**src/logic/eth_pkg.sv**
```systemverilog
// Purpose: Shared constants and types for the echo threshold preset segment registers.
// Assumes: AHB-Lite word access, one register per aligned word, data in the low byte.
// Notes:   Register indices are kept as printed; the byte address is four times the index.
package eth_pkg;

	localparam int ETH_DATA_W  = 32;
	localparam int ETH_ADDR_W  = 10;
	localparam int ETH_CODE_W  = 4;
	localparam int ETH_LEVEL_W = 5;
	localparam int ETH_US_W    = 14;
	localparam int ETH_TIME_W  = 17;
	localparam int ETH_SEGS    = 12;
	localparam int ETH_OWN_SEG = 6;
	localparam int ETH_REG_CNT = 5;

	// Register indices; the byte address is the index shifted left by two.
	localparam logic [7:0] ETH_IDX_SEG7_8   = 8'h62;
	localparam logic [7:0] ETH_IDX_SEG9_10  = 8'h63;
	localparam logic [7:0] ETH_IDX_SEG11_12 = 8'h64;
	localparam logic [7:0] ETH_IDX_LEVEL1   = 8'h65;
	localparam logic [7:0] ETH_IDX_LEVEL2LO = 8'h66;
	localparam logic [7:0] ETH_IDX_STATUS   = 8'h70;

	// Write flag positions, one per stored register.
	localparam int ETH_WR_SEG7_8   = 0;
	localparam int ETH_WR_SEG9_10  = 1;
	localparam int ETH_WR_SEG11_12 = 2;
	localparam int ETH_WR_LEVEL1   = 3;
	localparam int ETH_WR_LEVEL2LO = 4;

	// Field positions inside the data byte and the status word.
	localparam int ETH_HI_NIB_LSB  = 4;
	localparam int ETH_LO_NIB_LSB  = 0;
	localparam int ETH_L1_LSB      = 3;
	localparam int ETH_L2_HI_LSB   = 0;
	localparam int ETH_L2_HI_W     = 3;
	localparam int ETH_L2_LO_LSB   = 6;
	localparam int ETH_L2_LO_W     = 2;
	localparam int ETH_STAT_WR_LSB = 0;
	localparam int ETH_STAT_OK_BIT = 7;
	localparam int ETH_STAT_T_LSB  = 8;

	// Delta and absolute time per code, in microseconds (100 .. 8000).
	localparam logic [ETH_US_W-1:0] ETH_CODE_US [16] = '{
		14'h0064, 14'h00C8, 14'h012C, 14'h0190, 14'h0258, 14'h0320, 14'h03E8, 14'h04B0,
		14'h0578, 14'h07D0, 14'h0960, 14'h0C80, 14'h0FA0, 14'h1450, 14'h1900, 14'h1F40
	};

	localparam logic [1:0] ETH_HTRANS_NONSEQ = 2'h2;
	localparam logic [1:0] ETH_HTRANS_SEQ    = 2'h3;

	typedef logic [ETH_CODE_W-1:0]                  eth_code_t;
	typedef logic [ETH_SEGS-1:0][ETH_CODE_W-1:0]    eth_codes_t;
	typedef logic [ETH_OWN_SEG-1:0][ETH_CODE_W-1:0] eth_early_codes_t;
	typedef logic [ETH_SEGS-1:0][ETH_TIME_W-1:0]    eth_times_t;

	typedef struct packed {
		logic [ETH_LEVEL_W-1:0] first_level_value;
		logic [ETH_LEVEL_W-1:0] second_level_value;
		eth_codes_t             codes;
	} eth_preset_s;

	typedef enum logic [1:0] {
		ETH_BUS_IDLE  = 2'b00,
		ETH_BUS_WRITE = 2'b01,
		ETH_BUS_RWAIT = 2'b10,
		ETH_BUS_RDONE = 2'b11
	} eth_bus_e;

endpackage

```
**src/logic/eth_seg_regs.sv**
```systemverilog
// Purpose: AHB-Lite register bank for threshold preset one, segments seven to
//          twelve and the first level, with point-time accumulation.
// Assumes: Single word transfers; writes take the low byte of hwdata.
// Notes:   Data registers have no reset value; outputs stay invalid until all
//          stored registers and the early segment codes have been supplied.
//          Unmapped addresses read as zero and drop writes; no error response.
//
// Behaviour
// - Index 62h holds segment seven code in 7:4, segment eight in 3:0.
// - Index 63h holds segment nine code upper nibble, segment ten lower nibble.
// - Index 64h holds segment eleven code upper nibble, twelve lower nibble.
// - Codes 0 to 15 select 100 up to 8000 microseconds.
// - Index 65h bits 7:3 hold the full five-bit first level.
// - Index 65h bits 2:0 hold bits four to two of second level.
// - Time and level fields have no power-up value; nothing assumed before writes.
// - Index 65h is a level register of preset one, not time codes.
// - Second level bits 1:0 come from bits 7:6 of index 66h.
// - First segment time is absolute; later segments are deltas.
`timescale 1ns/100ps
module eth_seg_regs (
	input  wire logic                      hclk,
	input  wire logic                      hresetn,
	input  wire logic                      hsel,
	input  wire logic [31:0]               haddr,
	input  wire logic [1:0]                htrans,
	input  wire logic                      hwrite,
	input  wire logic [2:0]                hsize,
	input  wire logic [31:0]               hwdata,
	input  wire logic                      hready,
	output      logic                      hreadyout,
	output      logic                      hresp,
	output      logic [31:0]               hrdata,
	input  wire eth_pkg::eth_early_codes_t early_codes,
	input  wire logic                      early_codes_valid,
	output      eth_pkg::eth_preset_s      preset,
	output      eth_pkg::eth_times_t       point_times,
	output      logic                      preset_valid
);
	import eth_pkg::*;

	eth_bus_e                    state_q;
	eth_bus_e                    state_d;
	logic [7:0]                  idx_q;
	logic                        accept;
	logic                        acc_write;
	logic [7:0]                  acc_idx;
	logic                        idx_ok;
	logic [ETH_DATA_W-1:0]       hrdata_q;
	logic [ETH_DATA_W-1:0]       rd_mux;
	logic                        wr_en;
	logic [7:0]                  wr_byte;

	logic [7:0]                  seg7_8_q;
	logic [7:0]                  seg9_10_q;
	logic [7:0]                  seg11_12_q;
	logic [7:0]                  level1_q;
	logic [7:0]                  level2lo_q;
	logic [ETH_REG_CNT-1:0]      written_q;
	logic                        all_ready;
	logic                        rd_load;
	logic [ETH_REG_CNT-1:0]      wr_hit;
	logic [ETH_DATA_W-1:0]       status_word;

	eth_code_t                   seg7_delta_code;
	eth_code_t                   seg8_delta_code;
	eth_code_t                   seg9_delta_code;
	eth_code_t                   seg10_delta_code;
	eth_code_t                   seg11_delta_code;
	eth_code_t                   seg12_delta_code;
	eth_code_t                   first_absolute_time_code;
	logic [ETH_LEVEL_W-1:0]      first_level_value;
	logic [ETH_LEVEL_W-1:0]      second_level_value;

	eth_codes_t                  codes_all;
	eth_times_t                  sum_times;
	eth_preset_s                 preset_d;
	eth_preset_s                 preset_q;
	eth_times_t                  times_q;
	logic                        valid_q;

	// Address phase: a transfer is taken only when the bus is ready and
	// the master drives NONSEQ or SEQ. Byte address bits 1:0 are ignored.
	assign accept    = hsel && hready && ((htrans == ETH_HTRANS_NONSEQ) ||
	                   (htrans == ETH_HTRANS_SEQ));
	assign acc_write = hwrite;
	assign acc_idx   = haddr[ETH_ADDR_W-1:2];
	assign idx_ok    = (haddr[31:ETH_ADDR_W] == '0);

	// Bus phase tracker. A write needs no wait state; a read takes one,
	// because the read mux sits behind a register and its data must be
	// captured before the master samples it.
	always_comb begin
		state_d = state_q;
		case (state_q)
			ETH_BUS_RWAIT: begin
				// Read data is loaded this cycle, so the wait state ends here.
				state_d = ETH_BUS_RDONE;
			end
			ETH_BUS_IDLE, ETH_BUS_WRITE, ETH_BUS_RDONE: begin
				if (accept && acc_write) begin
					state_d = ETH_BUS_WRITE;
				end else if (accept) begin
					state_d = ETH_BUS_RWAIT;
				end else begin
					state_d = ETH_BUS_IDLE;
				end
			end
			default: begin
				state_d = ETH_BUS_IDLE;
			end
		endcase
	end

	// The tracker resets to idle, so the bus shows ready as soon as reset
	// is released and the first transfer may follow at once.
	always_ff @(posedge hclk or negedge hresetn) begin
		if (!hresetn) begin
			state_q <= ETH_BUS_IDLE;
		end else begin
			state_q <= state_d;
		end
	end

	// Out-of-range addresses fold onto an index that decodes to nothing.
	always_ff @(posedge hclk or negedge hresetn) begin
		if (!hresetn) begin
			idx_q <= 8'h00;
		end else if (accept) begin
			idx_q <= idx_ok ? acc_idx : 8'hFF;
		end
	end

	// One wait state on reads keeps hrdata a flop output and lets a read
	// that follows a write see the value that write just stored.
	assign rd_load   = (state_q == ETH_BUS_RWAIT);
	assign hreadyout = !rd_load;
	assign hresp     = 1'b0;
	assign hrdata    = hrdata_q;

	// A write lands at the end of its data phase, the only cycle in which
	// hwdata is valid; the index was captured in the address phase.
	assign wr_en   = (state_q == ETH_BUS_WRITE);
	assign wr_byte = hwdata[7:0];

	// One hit line per stored register, used by the storage blocks; the
	// written flags below decode idx_q again on their own.
	always_comb begin
		wr_hit                  = '0;
		wr_hit[ETH_WR_SEG7_8]   = wr_en && (idx_q == ETH_IDX_SEG7_8);
		wr_hit[ETH_WR_SEG9_10]  = wr_en && (idx_q == ETH_IDX_SEG9_10);
		wr_hit[ETH_WR_SEG11_12] = wr_en && (idx_q == ETH_IDX_SEG11_12);
		wr_hit[ETH_WR_LEVEL1]   = wr_en && (idx_q == ETH_IDX_LEVEL1);
		wr_hit[ETH_WR_LEVEL2LO] = wr_en && (idx_q == ETH_IDX_LEVEL2LO);
	end

	// Storage registers carry no reset: their contents are undefined until
	// software writes them, and nothing downstream trusts them before then.
	always_ff @(posedge hclk) begin
		if (wr_hit[ETH_WR_SEG7_8]) begin
			seg7_8_q <= wr_byte;
		end
	end

	always_ff @(posedge hclk) begin
		if (wr_hit[ETH_WR_SEG9_10]) begin
			seg9_10_q <= wr_byte;
		end
	end

	always_ff @(posedge hclk) begin
		if (wr_hit[ETH_WR_SEG11_12]) begin
			seg11_12_q <= wr_byte;
		end
	end

	// Index 65h carries level bits only; it never feeds the time path.
	always_ff @(posedge hclk) begin
		if (wr_hit[ETH_WR_LEVEL1]) begin
			level1_q <= wr_byte;
		end
	end

	// Only bits 7:6 of index 66h are used here; the rest is kept so that
	// the whole byte reads back as written.
	always_ff @(posedge hclk) begin
		if (wr_hit[ETH_WR_LEVEL2LO]) begin
			level2lo_q <= wr_byte;
		end
	end

	// Written flags are only ever set, so no set-against-clear race exists.
	always_ff @(posedge hclk or negedge hresetn) begin
		if (!hresetn) begin
			written_q <= '0;
		end else if (wr_en) begin
			if (idx_q == ETH_IDX_SEG7_8) begin
				written_q[ETH_WR_SEG7_8] <= 1'b1;
			end
			if (idx_q == ETH_IDX_SEG9_10) begin
				written_q[ETH_WR_SEG9_10] <= 1'b1;
			end
			if (idx_q == ETH_IDX_SEG11_12) begin
				written_q[ETH_WR_SEG11_12] <= 1'b1;
			end
			if (idx_q == ETH_IDX_LEVEL1) begin
				written_q[ETH_WR_LEVEL1] <= 1'b1;
			end
			if (idx_q == ETH_IDX_LEVEL2LO) begin
				written_q[ETH_WR_LEVEL2LO] <= 1'b1;
			end
		end
	end

	// The early codes arrive from the neighbouring bank on this clock; their
	// valid flag gates the outputs exactly as the written flags do, so a
	// missing neighbour can never leak half a threshold curve.
	assign all_ready = (&written_q) && early_codes_valid;

	// Named fields of the stored bytes; each time byte carries the earlier
	// segment of its pair in the upper nibble.
	assign seg7_delta_code          = seg7_8_q[ETH_HI_NIB_LSB +: ETH_CODE_W];
	assign seg8_delta_code          = seg7_8_q[ETH_LO_NIB_LSB +: ETH_CODE_W];
	assign seg9_delta_code          = seg9_10_q[ETH_HI_NIB_LSB +: ETH_CODE_W];
	assign seg10_delta_code         = seg9_10_q[ETH_LO_NIB_LSB +: ETH_CODE_W];
	assign seg11_delta_code         = seg11_12_q[ETH_HI_NIB_LSB +: ETH_CODE_W];
	assign seg12_delta_code         = seg11_12_q[ETH_LO_NIB_LSB +: ETH_CODE_W];
	assign first_absolute_time_code = early_codes[0];
	assign first_level_value        = level1_q[ETH_L1_LSB +: ETH_LEVEL_W];

	// The second level is split: its upper three bits sit below the first
	// level, its lower two at the top of the next register.
	assign second_level_value = {level1_q[ETH_L2_HI_LSB +: ETH_L2_HI_W],
	                             level2lo_q[ETH_L2_LO_LSB +: ETH_L2_LO_W]};

	// Segments one to six come from the neighbouring bank; only the first of
	// them is an absolute time, all later ones are deltas.
	always_comb begin
		codes_all                  = '0;
		codes_all[ETH_OWN_SEG-1:0] = early_codes;
		codes_all[0]               = first_absolute_time_code;
		codes_all[6]               = seg7_delta_code;
		codes_all[7]               = seg8_delta_code;
		codes_all[8]               = seg9_delta_code;
		codes_all[9]               = seg10_delta_code;
		codes_all[10]              = seg11_delta_code;
		codes_all[11]              = seg12_delta_code;
	end

	// The sum is combinational; it is registered together with the preset
	// snapshot so that times and codes always belong together.
	eth_time_acc u_time_acc (
		.codes       (codes_all),
		.point_times (sum_times)
	);

	always_comb begin
		preset_d                    = '0;
		preset_d.first_level_value  = first_level_value;
		preset_d.second_level_value = second_level_value;
		preset_d.codes              = codes_all;
	end

	// Outputs hold zero until every field has been supplied, so the
	// threshold builder never sees undefined storage. Valid drops one
	// cycle after an input goes missing, while the data stays frozen at
	// its last complete value.
	always_ff @(posedge hclk or negedge hresetn) begin
		if (!hresetn) begin
			valid_q <= 1'b0;
		end else begin
			valid_q <= all_ready;
		end
	end

	// Level and code snapshot; it only moves while every input is present.
	always_ff @(posedge hclk or negedge hresetn) begin
		if (!hresetn) begin
			preset_q <= '0;
		end else if (all_ready) begin
			preset_q <= preset_d;
		end
	end

	// Point times are taken in the same cycle as the snapshot, so they
	// always describe the codes that the preset output shows.
	always_ff @(posedge hclk or negedge hresetn) begin
		if (!hresetn) begin
			times_q <= '0;
		end else if (all_ready) begin
			times_q <= sum_times;
		end
	end

	assign preset       = preset_q;
	assign point_times  = times_q;
	assign preset_valid = valid_q;

	// Status shows which registers were written, the overall ready bit and
	// the time of the last threshold point. It is read only: a write to it
	// decodes to no storage and is dropped.
	always_comb begin
		status_word                                 = '0;
		status_word[ETH_STAT_WR_LSB +: ETH_REG_CNT] = written_q;
		status_word[ETH_STAT_OK_BIT]                = valid_q;
		status_word[ETH_STAT_T_LSB +: ETH_TIME_W]   = times_q[ETH_SEGS-1];
	end

	always_comb begin
		rd_mux = '0;
		case (idx_q)
			ETH_IDX_SEG7_8: begin
				rd_mux[7:0] = seg7_8_q;
			end
			ETH_IDX_SEG9_10: begin
				rd_mux[7:0] = seg9_10_q;
			end
			ETH_IDX_SEG11_12: begin
				rd_mux[7:0] = seg11_12_q;
			end
			ETH_IDX_LEVEL1: begin
				rd_mux[7:0] = level1_q;
			end
			ETH_IDX_LEVEL2LO: begin
				rd_mux[7:0] = level2lo_q;
			end
			ETH_IDX_STATUS: begin
				rd_mux = status_word;
			end
			default: begin
				rd_mux = '0;
			end
		endcase
	end

	// Read data is captured in the wait state and then stands until the
	// next read loads it, which covers the cycle the master samples.
	always_ff @(posedge hclk or negedge hresetn) begin
		if (!hresetn) begin
			hrdata_q <= '0;
		end else if (rd_load) begin
			hrdata_q <= rd_mux;
		end
	end

endmodule

```
**src/logic/eth_time_acc.sv**
```systemverilog
// Purpose: Turns twelve segment time codes into twelve threshold point times.
// Assumes: Code one is absolute, codes two to twelve are deltas after the previous point.
// Notes:   Purely combinational; the caller registers the result.
`timescale 1ns/100ps
module eth_time_acc (
	input  wire eth_pkg::eth_codes_t codes,
	output      eth_pkg::eth_times_t point_times
);
	import eth_pkg::*;

	logic [ETH_SEGS-1:0][ETH_TIME_W-1:0] step_us;

	genvar g;
	generate
		for (g = 0; g < ETH_SEGS; g++) begin : g_seg
			// Each code selects its time from the shared table.
			assign step_us[g] = {{(ETH_TIME_W-ETH_US_W){1'b0}}, ETH_CODE_US[codes[g]]};
			if (g == 0) begin : g_abs
				// The first point is an absolute time, not a delta.
				assign point_times[g] = step_us[g];
			end else begin : g_rel
				// Twelve times 8000 us fits in 17 bits, so no sum can wrap.
				assign point_times[g] = point_times[g-1] + step_us[g];
			end
		end
	endgenerate

endmodule

```
**config.mk**
```make
export PLATFORM = sky130hd
export DESIGN_NAME = eth_seg_regs
export DESIGN_NICKNAME = d
export VERILOG_FILES = /design/src/logic/eth_pkg.sv /design/src/logic/eth_seg_regs.sv /design/src/logic/eth_time_acc.sv
export SDC_FILE = /design/constraint.sdc
export NUM_CORES = 1
export LEC_CHECK = 0
export BUFFER_PORTS_ARGS = -buffer_cell sky130_fd_sc_hd__buf_2
export CORE_UTILIZATION = 50
export DETAILED_ROUTE_END_ITERATION = 7
export PLACE_DENSITY = 0.82
export SETUP_SLACK_MARGIN = 0.05
export SKIP_CTS_REPAIR_TIMING = 1
export SYNTH_ARGS = -nofsm -noshare
export SYNTH_HDL_FRONTEND = slang
export SYNTH_HIERARCHICAL = 1
export SYNTH_SLANG_ARGS = --single-unit
```
**constraint.sdc**
```tcl
create_clock -name hclk -period 14.4 [get_ports hclk]
set_clock_uncertainty 0.05 [all_clocks]
set_input_delay 0.72 -clock hclk [delete_from_list [all_inputs] [get_ports hclk]]
set_output_delay 0.72 -clock hclk [all_outputs]
set_load 0.05 [all_outputs]
```
* Yosys cells after proc, flatten, opt, wreduce, memory -nomap -nowiden
Memories as Yosys holds them, arrays and structs flattened. Index checks and enable logic that the tools add are counted.
Storage, ports and cells: register bits after elaboration 347, bits in read-only memories 2688, input port bits 99, output and inout bits 297, memories kept 12
Memory list:
- (no name shown) | depth 16, width 14, rd ports 1, clocked after memory_dff 0, write ports 0, RTL line eth_time_acc.sv:17 | assign step_us[g] = {{(ETH_TIME_W-ETH_US_W){1'b0}}, ETH_CODE_US[codes[g]]};
- (no name shown) | depth 16, width 14, rd ports 1, clocked after memory_dff 0, write ports 0, RTL line eth_time_acc.sv:17
- (no name shown) | depth 16, width 14, rd ports 1, clocked after memory_dff 0, write ports 0, RTL line eth_time_acc.sv:17
- (no name shown) | depth 16, width 14, rd ports 1, clocked after memory_dff 0, write ports 0, RTL line eth_time_acc.sv:17
- (no name shown) | depth 16, width 14, rd ports 1, clocked after memory_dff 0, write ports 0, RTL line eth_time_acc.sv:17
- (no name shown) | depth 16, width 14, rd ports 1, clocked after memory_dff 0, write ports 0, RTL line eth_time_acc.sv:17
- +6 memories
Cells by class: $add $sub $neg 11, order comparisons 12, equality and inequality tests 11, muxes and demuxes 30, bitwise logic cells 12, reduce and logical (&&, ||, !) cells 20
Operator list (number):
- $mux W14 | 24
- $add A17 B14 Y17 | 10
- $ge A5 B5 Y1 const B | 12
- $not A4 Y5 | 12
- $eq A8 B7 Y1 const B | 6
- $pmux W8 S6 | 1
- $logic_not A22 Y1 | 1
- $mux W17 | 1
- $add A14 B14 Y15 | 1
- $reduce_and A2 Y1 | 5
- $logic_and A1 B1 Y1 | 9
- $eq A2 B2 Y1 const B | 4
- $mux W8 | 1
- $reduce_and A5 Y1 | 1
- $mux W2 | 2
- $pmux W2 S2 | 1
- $reduce_or A3 Y1 | 1
- $eq A2 B1 Y1 const B | 1
- $logic_not A2 Y1 | 1
- $logic_not A1 Y1 | 1
- $logic_or A1 B1 Y1 | 1

* Depth between registers and ports, before layout
Gate-level depths: netlist (run 1).
word-level depth 15, depth in mapped cells 57, mapped depth without buffers 56

* Hierarchy
The synthesis (run 1) kept the hierarchy.
By module, submodules not included:
- eth_seg_regs | instances 1, cells each 772, area an instance 12936.2 sq um, seq. area each 8783.4 sq um
- eth_time_acc | instances 1, cells each 1284, area an instance 9036.2 sq um, seq. area each 0.0 sq um

* Worst setup path after synthesis (run 1)
OpenSTA, ideal clock, no wires.
path kind input to register, start in early_codes[2] (netlist name), end reg times_q, in the netlist point_times[203], library setup time 125 ps, data arrival time 10499 ps, data required time 14225 ps, path slack 3726 ps, stages on the path 53, buffers on the path 1, cell sequence clkbuf_1 > inv_1 > a21oi_1 > nor2_1 > a31oi_1 > inv_1 > ha_1 > a21o_1 > a211oi_1 > nor2_1 > ha_1 > a21oi_1 > xnor2_1 > ha_1 > a21oi_1 > o21ai_0 > a21oi_1 > xnor2_1 > [17 not listed] > nor3_1 > ha_1 > xnor2_1 > ha_1 > nand3_1 > o21ai_0 > a21oi_1 > ha_1 > a21boi_0 > a21oi_1 > ha_1 > o211a_1 > nor2_1 > nor2_1 > maj3_2 > nand2_1 > xor2_1 > mux2_2
RTL lines:
- start, declared | RTL line eth_seg_regs.sv:33 | input wire eth_pkg::eth_early_codes_t early_codes,
- end signal, assigned | RTL line eth_seg_regs.sv:290 | times_q <= sum_times;
- end, declared | RTL line eth_seg_regs.sv:78 | eth_times_t times_q;

==> impl.org, run 1 <==
** Outcome
- The run finished with clean final reports.

** Routing
- DRC :: 0
- Once detail routing completed, the nets flagged for antenna violations numbered 0.
- Total length of routed wires :: approximately 58,000 um
- Dividing the detail-routed via count by the number of cells gives about 5.7.
- In this run, the number of DRC markers left after iteration 0 of detailed routing was approximately 1,200.
- Drt wl/cell :: ~19 um
- Detailed-routing iteration count for the pre-antenna-repair pass :: 6
- Count of vias placed by the detailed router :: approximately 17,000

** Worst hold path
- In this run the worst hold path is classified as in2async.

** Finish
- Layout filler cell count :: 3,628
- The net count of the finished layout is roughly 2,700.
- FF/Latch Area :: between 8000 and 9000 um^2
- Measured on the finished design, the core utilization comes to 0.589.
- Compared with the post-synthesis result, the final layout area differs by 15.7%.
- Area of the multi-input gates :: between 10,000 and 15,000 um^2
- Share of post-route cells with drive strength above 1 :: 0.309
- Filler-free cell count of the finished design :: between 3,000 and 4,000

** Floorplanning
- IO Count :: 396
- Site row count :: 76
- Measured along the y axis, the die boundary spans between 200 and 250 um.
- The die covers about 45,000 um^2.
- Initial standard-cell utilization of the core :: 0.509
- Core Area :: around 43,000 um^2
- The die is between 200 and 250 um wide.

** Yosys
- Post-synth ARST share :: 0.883
- In the post-synthesis netlist, the biggest area contributors are dfrtp_1 (35%), mux2_2 (13%), ha_1 (11%).
- Warning count from the yosys run :: 6
- After synthesis the netlist holds a flip-flop and latch count of 343.
- Post-synth top area share :: 0.345
- Of the synthesized area, sequential elements account for 0.400.
- Cells after synthesis :: between 2,000 and 2,500
- Summed instance area of the synthesized netlist :: ~22,000 um^2
- In the synthesized netlist the dominant register cell turns out to be dfrtp_1.
- Yosys mapped a number of flops with a built-in enable equal to 40.
- Number of unique standard cell types used by synthesis :: 88
- Summed over all instances, the cell type with the most area after synthesis is dfrtp_1.
- Synthesized area per cell :: 10.7 um^2

** Timing
- Setup repair after global routing left no endpoint under its margin.
- Pins over their slew limit :: 0
- Summed over all failing endpoints, the final setup total negative slack is 0 ns.
- Counting I/O delays and the setup requirement, the final critical path takes between 10 and 15 ns.
- The worst pin sits at a relative slew slack of 0.338.
- Dividing the final minimum period by the clock period gives 0.861.
- The final hold violation count is 0.
- Finish-stage setup viols :: 0
- At the pin with the least slew margin, the transition time is roughly 0.99 ns.
- Max Fclk :: between 80 and 90 MHz

** Clocking
- In this run the number of H-tree levels came out at 2.
- Clock Sink Count :: between 300 and 400
- In this run, CTS created clock tree buffers numbering 40.
- In this run the clock root is driven by a clkbuf_16.
- CTS tree :: done
- Bufs on Longest Clock Path :: 3
- After clock tree synthesis, the clock-pin slew on the worst setup and hold paths is roughly 0.060 ns.
- At the later pin of the worst-skew pair, clock insertion delay measures 0.57 ns.

** Global routing
- First-pass GRT wire length :: between 90,000 and 100,000 um
- Antenna violations before repair :: 5
- Number of global-route vias before repair :: 17,100
- Largest net degree at the start of global routing :: about 110
- In the global route stage, overall resource usage came out at 0.258.
- Overflow after GRT :: 0

** Placement
- At the end of routability-driven placement, the weighted congestion stood at around 0.91.
- The HPWL after detailed placement is roughly 44,000 um.
- Port buffering added 357 buffers.
- In this run, placement finished with an instance count of ~2,900.

** Setup path
- Most common cell on crit path :: ha_1
- The most critical setup path has its startpoint at early_codes[0].
- In this run the critical register-to-register path is launched from seg7_8_q[6].
- Standard cell with the maximum stage delay on the critical path :: o21ai_0
- The critical path is of the in2reg type.
- Worst-path maximum fanout :: 10
- The largest single stage delay on the critical path is 0.43 ns.
- Cell family with most CP delay :: adder cells
- Stages on worst setup path :: 56
- STA classifies the critical path startpoint as an input port.
- The worst setup path is captured at a flop.
- Critical Path RT :: around 15 ns
- The number of buffers and inverters on the critical path is 3.
- Measured in cells, the most critical reg-to-reg path has a length of 37.
- Data on the critical path arrives at its endpoint at 12.81 ns.

** Job
- Max-cap viol count :: 0
cells in the mapped netlist (7+ instances only):
cell and count:
o22ai_1 10, nor3b_1 7, ha_1 188, buf_4 50, nand2b_1 20, mux2_2 262, and2_1 10, nor2b_1 34
clkbuf_1 31, edfxtp_1 40, dfrtp_1 303, xnor2_1 85, o31ai_1 17, o21bai_1 18, xor2_1 28, o21ai_0 87
buf_2 23, a21oi_1 118, a22o_2 15, nor3_1 39, nand2_1 103, or2_2 10, a31oi_1 9, a211oi_1 22
a221o_1 8, o22a_1 7, inv_1 86, nor2_1 157, o21a_1 14, fa_1 11, a21o_1 40, a22oi_1 14
and3_1 9, nand3_1 23, mux2i_1 40
metrics by stage:
stage                     worst slack (ns)  instance area (um^2)  hold WS, ns
final                                 2.00                 25400        0.159
after global routing                  1.33                 25400        0.222
after CTS                             2.26                 25400        0.172
after detailed placement              1.74                 24000        0.435
after global placement                2.12                 24000        0.430
after floorplan                       3.73                 22100        0.374
metal layers:
layer,track usage,vias to the layer above,part of all wire
met3,0.0467,126,0.056
met4,0.0970,2,0.036
met2,0.433,580,0.48
met1,0.331,8389,0.43
met5,0,-,0.00022
li1,-,7948,-
flip-flops by register name (all words and copies together), names as in the netlist:
| register | count |
|---|---|
| level1_q | 8 |
| level2lo_q | 8 |
| preset_valid | 1 |
| point_times | 204 |
| preset | 58 |
| seg11_12_q | 8 |
| written_q | 5 |
| hrdata | 25 |
| idx_q | 8 |
| seg9_10_q | 8 |
| seg7_8_q | 8 |
| state_q | 2 |
final timing paths:
| path | to | slack [ns] |
|---|---|---|
| min in group hclk | idx_q[5] | 0.31 |
| max | point_times[202] | 2.00 |
| max in group asynchronous | hrdata[24] | 11.74 |
| max reg2reg | point_times[202] | 5.31 |
| min reg2reg | written_q[1] | 0.45 |
| min | point_times[70] | 0.16 |
area by class of cell:
| class | instances | area share |
|---|---|---|
| multi-input cells | 1551 | 0.485 |
| flip-flops and latches | 343 | 0.346 |
| repair buffers | 367 | 0.0737 |
| clock buffers | 55 | 0.0452 |
| well taps | 585 | 0.0288 |
| inverters | 88 | 0.0130 |
| clock inverters | 18 | 0.00827 |
| diodes | 2 | 0.000197 |
logic make-up after synthesis:
group | share of synthesized area
AOI/OAI and AO/OA | 0.128
xor gates and xnor gates | 0.0552
and+or+nand+nor | 0.101
DFF | 0.400
muxes | 0.152
other | 0.000342
buffers and inverters | 0.0464
adders and majority gates | 0.118
worst register-to-register path: cells and delay by family, from the launching register on:
family          cells  cell delay (ns)
compound gates     18             3.90
fa+ha+maj           6             2.06
simple gates        8             1.33
flops               1             0.71
mux                 2             0.48
xor+xnor            2             0.24
buf+inv             1             0.24
layout by cell type (no fill, tap or decap), types with 41 or more instances in the layout:
| master | instances |
|---|---|
| a21oi_1 | 118 |
| buf_2 | 356 |
| clkbuf_16 | 41 |
| conb_1 | 43 |
| dfrtp_1 | 303 |
| ha_1 | 188 |
| inv_1 | 86 |
| mux2_2 | 262 |
| nand2_1 | 103 |
| nor2_1 | 156 |
| o21ai_0 | 87 |
| xnor2_1 | 85 |
Power of run 1 is not shown: default switching activity piles up to over one toggle a cycle in this logic, so the estimate is an artifact.
==> inputs of run 2 (changes only) <==
HOLD_SLACK_MARGIN = 0.02   (was default)
REMOVE_ABC_BUFFERS = 1   (was default)
==> run 2 against run 1 <==
Sequential share of layout area is essentially flat. Worst hold slack lost 0.013 ns. Final area shrank 0.14%. Clock-buffer cell count shrank 10. Cell count shrank 0.23%. Global-route usage shrank 0.87 points. First-iteration DRC count grew 13%. Die area is the same. Non-clock buffer count shrank 2. Setup slack gained 0.41 ns. Critical path type unchanged. Largest cell class unchanged.
==> impl.org, run 2 (synthesis results as in run 1) <==
** Setup path
- Total buffers and inverters traversed by the critical path :: 3 (unchanged)
- Standard cell with the maximum stage delay on the critical path :: or4_1
- Critical Path RT :: 14.80 ns (about the same)
- Setup slack of the most critical reg-to-reg path :: 5.72 ns (+0.41 ns)
- Cell family with most CP delay :: adder cells
- CP Capture Point :: point_times[202]
- Stages on worst setup path :: 52 (-7.1%)
- The critical path is of the in2reg type.
- Kind of start point of the critical path :: input port
- Worst r2r path cells :: 37 (unchanged)
- Largest incremental delay on the critical path :: 0.54 ns (+0.11 ns)
- The arrival time of the worst setup path came to 12.39 ns (-0.42 ns).
- Capture point of the worst reg-to-reg path :: point_times[202]
- Most common cell on crit path :: ha_1
- Worst setup path start :: early_codes[0]
- In this run the critical register-to-register path is launched from seg7_8_q[6].
- The highest fanout seen on the critical path was 10 (unchanged).
- STA classifies the critical path endpoint as a flop.

** Placement
- The final weighted congestion in routability-driven placement is 0.915 (+0.48%).
- Port bufs :: 357 (unchanged)
- The pre-CTS setup slack came to 1.94 ns (+0.198 ns).
- The HPWL reported at the end of detailed placement came to 42,500 um (-3.1%).

** Clocking
- The post-CTS clock slew at the launch and capture registers of the worst setup and hold paths came to 0.05 ns (about the same).
- The root buffer cell chosen for the clock tree is clkbuf_16.
- The clock sink count was 343 (unchanged).
- H-tree Lvls :: 2 (unchanged)
- The largest buffer count on any clock path is 3 (unchanged).
- CTS tree :: done
- Clock latency at the later pin of the worst-skew pair :: 0.58 ns (about the same)
- The number of clock buffers inserted by TritonCTS was 39 (-2.5%).

** Routing
- The routed length per placed instance was 18.9 um (-2.3%).
- The first-pass detailed-route iteration total came to 6 (unchanged).
- DRC :: 0 (unchanged)
- The via total after detailed routing was 16,900 (-1.1%).
- Starting DRT DRC Count :: 1,365 (+13%)
- Total length of routed wires :: 56,700 um (-2.5%)
- The post-route antenna net violation count came to 0 (unchanged).
- Vias per Instance :: 5.62 (-0.83%)

** Timing
- RSZ-0062 raised after global routing :: false
- The final critical delay including setup and external delays came to 11.99 ns (-0.411 ns).
- Pins over their slew limit :: 0 (unchanged)
- The worst setup margin was 2.41 ns (+0.411 ns).
- The slew at the pin closest to its max-slew limit is 1.16 ns (+0.171 ns).
- Share of the clock period used by the worst path :: 0.833 (-0.0285)
- The final hold violation count is 0 (unchanged).
- The number of setup violations in the final report is 0 (unchanged).
- Setup tns final :: 0 ns (unchanged)
- Headroom to the max-slew limit :: 0.220 (-0.117)
- The highest achievable clock rate was 83.4 MHz (+3.4%).

** Global routing
- The largest net degree at the start of global routing came to 153 (+44%).
- Total routing resource utilization after global routing :: 0.249 (-0.00869)
- The initial antenna violation count is 0 (-5).
- Number of global-route vias before repair :: 16,700 (-2.2%)
- The global-route wire length before repair came to 88,400 um (-2.8%).
- Overflow after GRT :: 0 (unchanged)

** Outcome
- The run finished with clean final reports.

** Finish
- The number of flip-flops under the largest register name is 204 (unchanged).
- Most common cell after layout, fill and taps aside :: buf_2
- Top library cells by usage in the layout, fill and taps aside :: buf_2 (356), dfrtp_1 (303), mux2_2 (262)
- The area growth from synthesis to layout is 15.5%.
- Share of post-route cells with drive strength above 1 :: 0.307 (-0.00143)
- The total number of nets in the final design came to 2,686 (-0.11%).
- The diode insertion count for antenna repair came to 0 (-2).

** Floorplanning
- The height of the die was 212 um (unchanged).
- The number of top-level pins is 396 (unchanged).
- X dimension of the die :: 212 um (unchanged)
- Core Area :: 43,200 um^2 (unchanged)
- The placement row count came to 76 (unchanged).
- The initial core utilization was 0.509 (unchanged).
- Floorplan die area :: 44,800 um^2 (unchanged)

** Job
- Max-cap viol count :: 0 (unchanged)

** Worst hold path
- The path class of the tightest hold or removal check is in2async.
## run 2: final cells by class
| cell class | count | area, um^2 |
|---|---|---|
| multi-input cells | 1551 | 12300 |
| repair buffers | 365 | 1870 |
| well taps | 585 | 732 |
| clock inverters | 25 | 302 |
| fillers | 3525 | 17800 |
| inverters | 88 | 330 |
| flip-flops and latches | 343 | 8780 |
| clock buffers | 45 | 1030 |
## run 2: worst min-delay path by stage
| stage | from | to | slack [ns] | cells past startpoint |
|---|---|---|---|---|
| floorplan | hresetn | hrdata[0] | 0.37 | 0 |
| global placement | written_q[1] | written_q[1] | 0.43 | 1 |
| detailed placement | hrdata[24] | hrdata[24] | 0.44 | 1 |
| CTS | hresetn | point_times[106] | 0.18 | 1 |
| global route | hresetn | point_times[1] | 0.20 | 1 |
| finish | hresetn | point_times[1] | 0.15 | 1 |
## run 2: stage by stage
step	hold slack [ns]	util	area, um^2	std cells
5_1_grt	0.204	0.588	25400	3002
4_1_cts	0.179	0.588	25400	3002
3_3_place_gp	0.431	0.557	24000	2932
2_1_floorplan	0.374	-	21400	1982
3_5_place_dp	0.438	0.557	24000	2932
6_report	0.146	0.588	25400	3002
## run 2: routing by layer
metal / share of wire / vias up / global-route usage
met3: 0.049 / 150 / 0.0334
met2: 0.47 / 597 / 0.406
met1: 0.43 / 8186 / 0.326
li1: - / 7932 / -
met5: 0 / - / 0
met4: 0.049 / 0 / 0.125
Power of run 2 is left out for the same reason.
==> inputs of run 3 (changes only) <==
clock period = 12.55 ns   (was 14.4 ns; I/O delays follow)
==> run 3 against run 2 <==
Worst hold slack got worse by 0.067 ns. Routed wire length fell by 0.38%. Global-route usage barely moved. Via count fell by 0.21%. Final area barely moved. Die area did not move. Sequential share of layout area barely moved. Register-to-register slack got worse by 1.8 ns. First-iteration DRC count fell by 11%. Setup slack got worse by 1.5 ns. Critical path type unchanged. Critical endpoint is now point_times[203].
==> impl.org, run 3 (synthesis results as in run 1) <==
** Worst hold path
- Path category of the worst min-delay check :: in2async

** Global routing
- The global-route track usage on met2 is 0.413 (+0.00737).
- First-pass GRT wire length :: 88,200 um (-0.26%)
- met2 is the most crowded layer.
- The overall overflow remaining after global route was 0 (unchanged).
- The routing usage on met1 was 0.325 (-0.000768).
- Largest net degree at the start of global routing :: 156 (+2.0%)
- Met3 track utilization from global routing :: 0.0358 (+0.00237)
- Total routing resource utilization after global routing :: 0.249 (-0.000478)
- The initial antenna violation count was 0 (unchanged).
- Number of global-route vias before repair :: 16,500 (-1.2%)

** Timing
- Setup repair after global routing left no endpoint under its margin.
- The routed design could run at a clock period as short as approximately 12 ns.
- The number of setup violations in the final report is 0 (unchanged).
- Transition at the pin with the smallest max-transition slack :: 1.21 ns (+0.0484 ns)
- For this run, the top clock speed supported by timing is 85.8 MHz.
- The final hold violation count came to 0 (unchanged).
- The worst setup margin is 0.898 ns (-1.51 ns).
- Share of the clock period used by the worst path :: 0.928
- The headroom to the max-slew limit came to 0.188 (-0.0324).
- Pins over their slew limit :: 0 (unchanged)

** Outcome
- Result of the run :: finished, final reports clean

** Clocking
- The source-to-sink clock delay at the later pin of the worst-skew pair was 0.59 ns (about the same).
- The post-CTS clock slew at the launch and capture registers of the worst setup and hold paths is 0.07 ns (+0.02 ns).
- H-tree Lvls :: 2 (unchanged)
- The root buffer cell chosen for the clock tree is clkbuf_16.
- The clock sink count came to 343 (unchanged).
- The number of clock buffers inserted by TritonCTS is 39 (unchanged).
- The largest buffer count on any clock path came to 3 (unchanged).
- TritonCTS built the clock tree.

** Setup path
- Critical register-to-register path startpoint :: seg7_8_q[6]
- Largest incremental delay on the critical path :: 0.54 ns (about the same)
- Arrival @ worst endpoint :: 12.05 ns (-0.34 ns)
- The highest fanout seen on the critical path came to 10 (unchanged).
- The slowest stage of the critical path is the or4_1 cell.
- Most common cell on crit path :: ha_1
- The worst setup path is of the in2reg kind.
- Worst setup path start :: early_codes[0]
- STA classifies the critical path endpoint as a flop.
- The worst setup path is launched from an input port.
- The required time of the critical path is 12.95 ns (-1.85 ns).
- Setup slack of the most critical reg-to-reg path :: 3.89 ns (-1.83 ns)

** Routing
- Drt wl/cell :: 18.8 um (-0.35%)
- The number of vias per cell after detailed routing came to 5.61 (-0.18%).
- DRC :: 0 (unchanged)
- The via total after detailed routing was 16,800 (-0.21%).
- Starting DRT DRC Count :: 1,210 (-11%)
- Number of nets still failing antenna checks after routing :: 0 (unchanged)
- Total length of routed wires :: 56,500 um (-0.38%)
- Detailed-routing iteration count for the pre-antenna-repair pass :: 7 (+1)

** Finish
- The sequential cell area in the final layout came to 8780 um^2 (unchanged).
- Layout filler cell count :: 3,636 (+3.1%)
- The library cell used most frequently in the layout, excluding fill and tap cells, is buf_2.
- The diode insertion count for antenna repair is 0 (unchanged).
- Number of flip-flops under the largest register name :: 204 (unchanged)
- Top library cells by usage in the layout, fill and taps aside :: buf_2 (356), dfrtp_1 (303), mux2_2 (262)
- The multi-input logic area came to 12,400 um^2 (+0.23%).
- The layout overhead on the synthesized area was 15.4% (about the same).
- The share of final-layout standard cells stronger than drive strength 1 is 0.310 (+0.00220).
- The total number of nets in the final design came to 2,687 (+0.037%).

** Placement
- The pre-CTS setup slack was 0.372 ns (-1.56 ns).
- Final estimated routing congestion in global placement :: 0.887 (-3.1%)
- The number of input and output port buffers inserted came to 357 (unchanged).
- HPWL after detailed placement :: 42,300 um (-0.46%)

** Floorplanning
- The core area came to 43,200 um^2 (unchanged).
- Floorplan die area :: 44,800 um^2 (unchanged)
- Initial standard-cell utilization of the core :: 0.509 (unchanged)
- X dimension of the die :: 212 um (unchanged)
- IO Count :: 396 (unchanged)
- The placement row count came to 76 (unchanged).
- Die H :: 212 um (unchanged)

** Job
- Max-cap viol count :: 0 (unchanged)
[run 3: cell types whose count changed in the layout (fill, tap and decap cells not counted), sizes merged]
cell	before	now
clkbuf	45	44
bufinv	5	3
clkinv	12	11
buf	365	366
inv	94	92
clkinvlp	2	6
[run 3: path summary, 6_finish.rpt]
path / endpoint / cells after the start
max: point_times[203] / 52
min: point_times[91] / 1
max reg2reg: point_times[203] / 38
min reg2reg: hrdata[8] / 1
max in group asynchronous: hrdata[20] / 2
min in group hclk: idx_q[6] / 2
[run 3: layout make-up]
class / instances / area share
inverter: 88 / 0.0130
tap: 585 / 0.0289
timing repair buffer: 366 / 0.0740
clock inverter: 24 / 0.0110
multi-input combinational: 1551 / 0.487
sequential: 343 / 0.346
clock buffer: 44 / 0.0396
[run 3: layer usage]
metal / wire length (um) / share of wire
met1: 24300 / 0.43
met2: 27000 / 0.48
met3: 2930 / 0.052
met4: 2220 / 0.039
met5: 0 / 0
[run 3: critical path, delay by kind of cell]
kind | cells | cell delay, ns
compound gates | 15 | 3.14
xor+xnor | 7 | 1.45
fa+ha+maj | 13 | 4.11
buf+inv | 3 | 0.40
mux | 1 | 0.26
simple gates | 13 | 2.07
[run 3: through the flow]
stage                     hold WS, ns  instance area [um^2]  setup TNS [ns]  std cells  utilization
after floorplan                 0.282                 21400         -110.73       1982            -
after global placement          0.432                 24100               0       2933        0.557
after detailed placement        0.434                 24100               0       2933        0.557
after CTS                      0.0726                 25300               0       3001        0.587
after global routing            0.138                 25400               0       3001        0.588
final                          0.0796                 25400               0       3001        0.588
Power of run 3 is left out for the same reason.
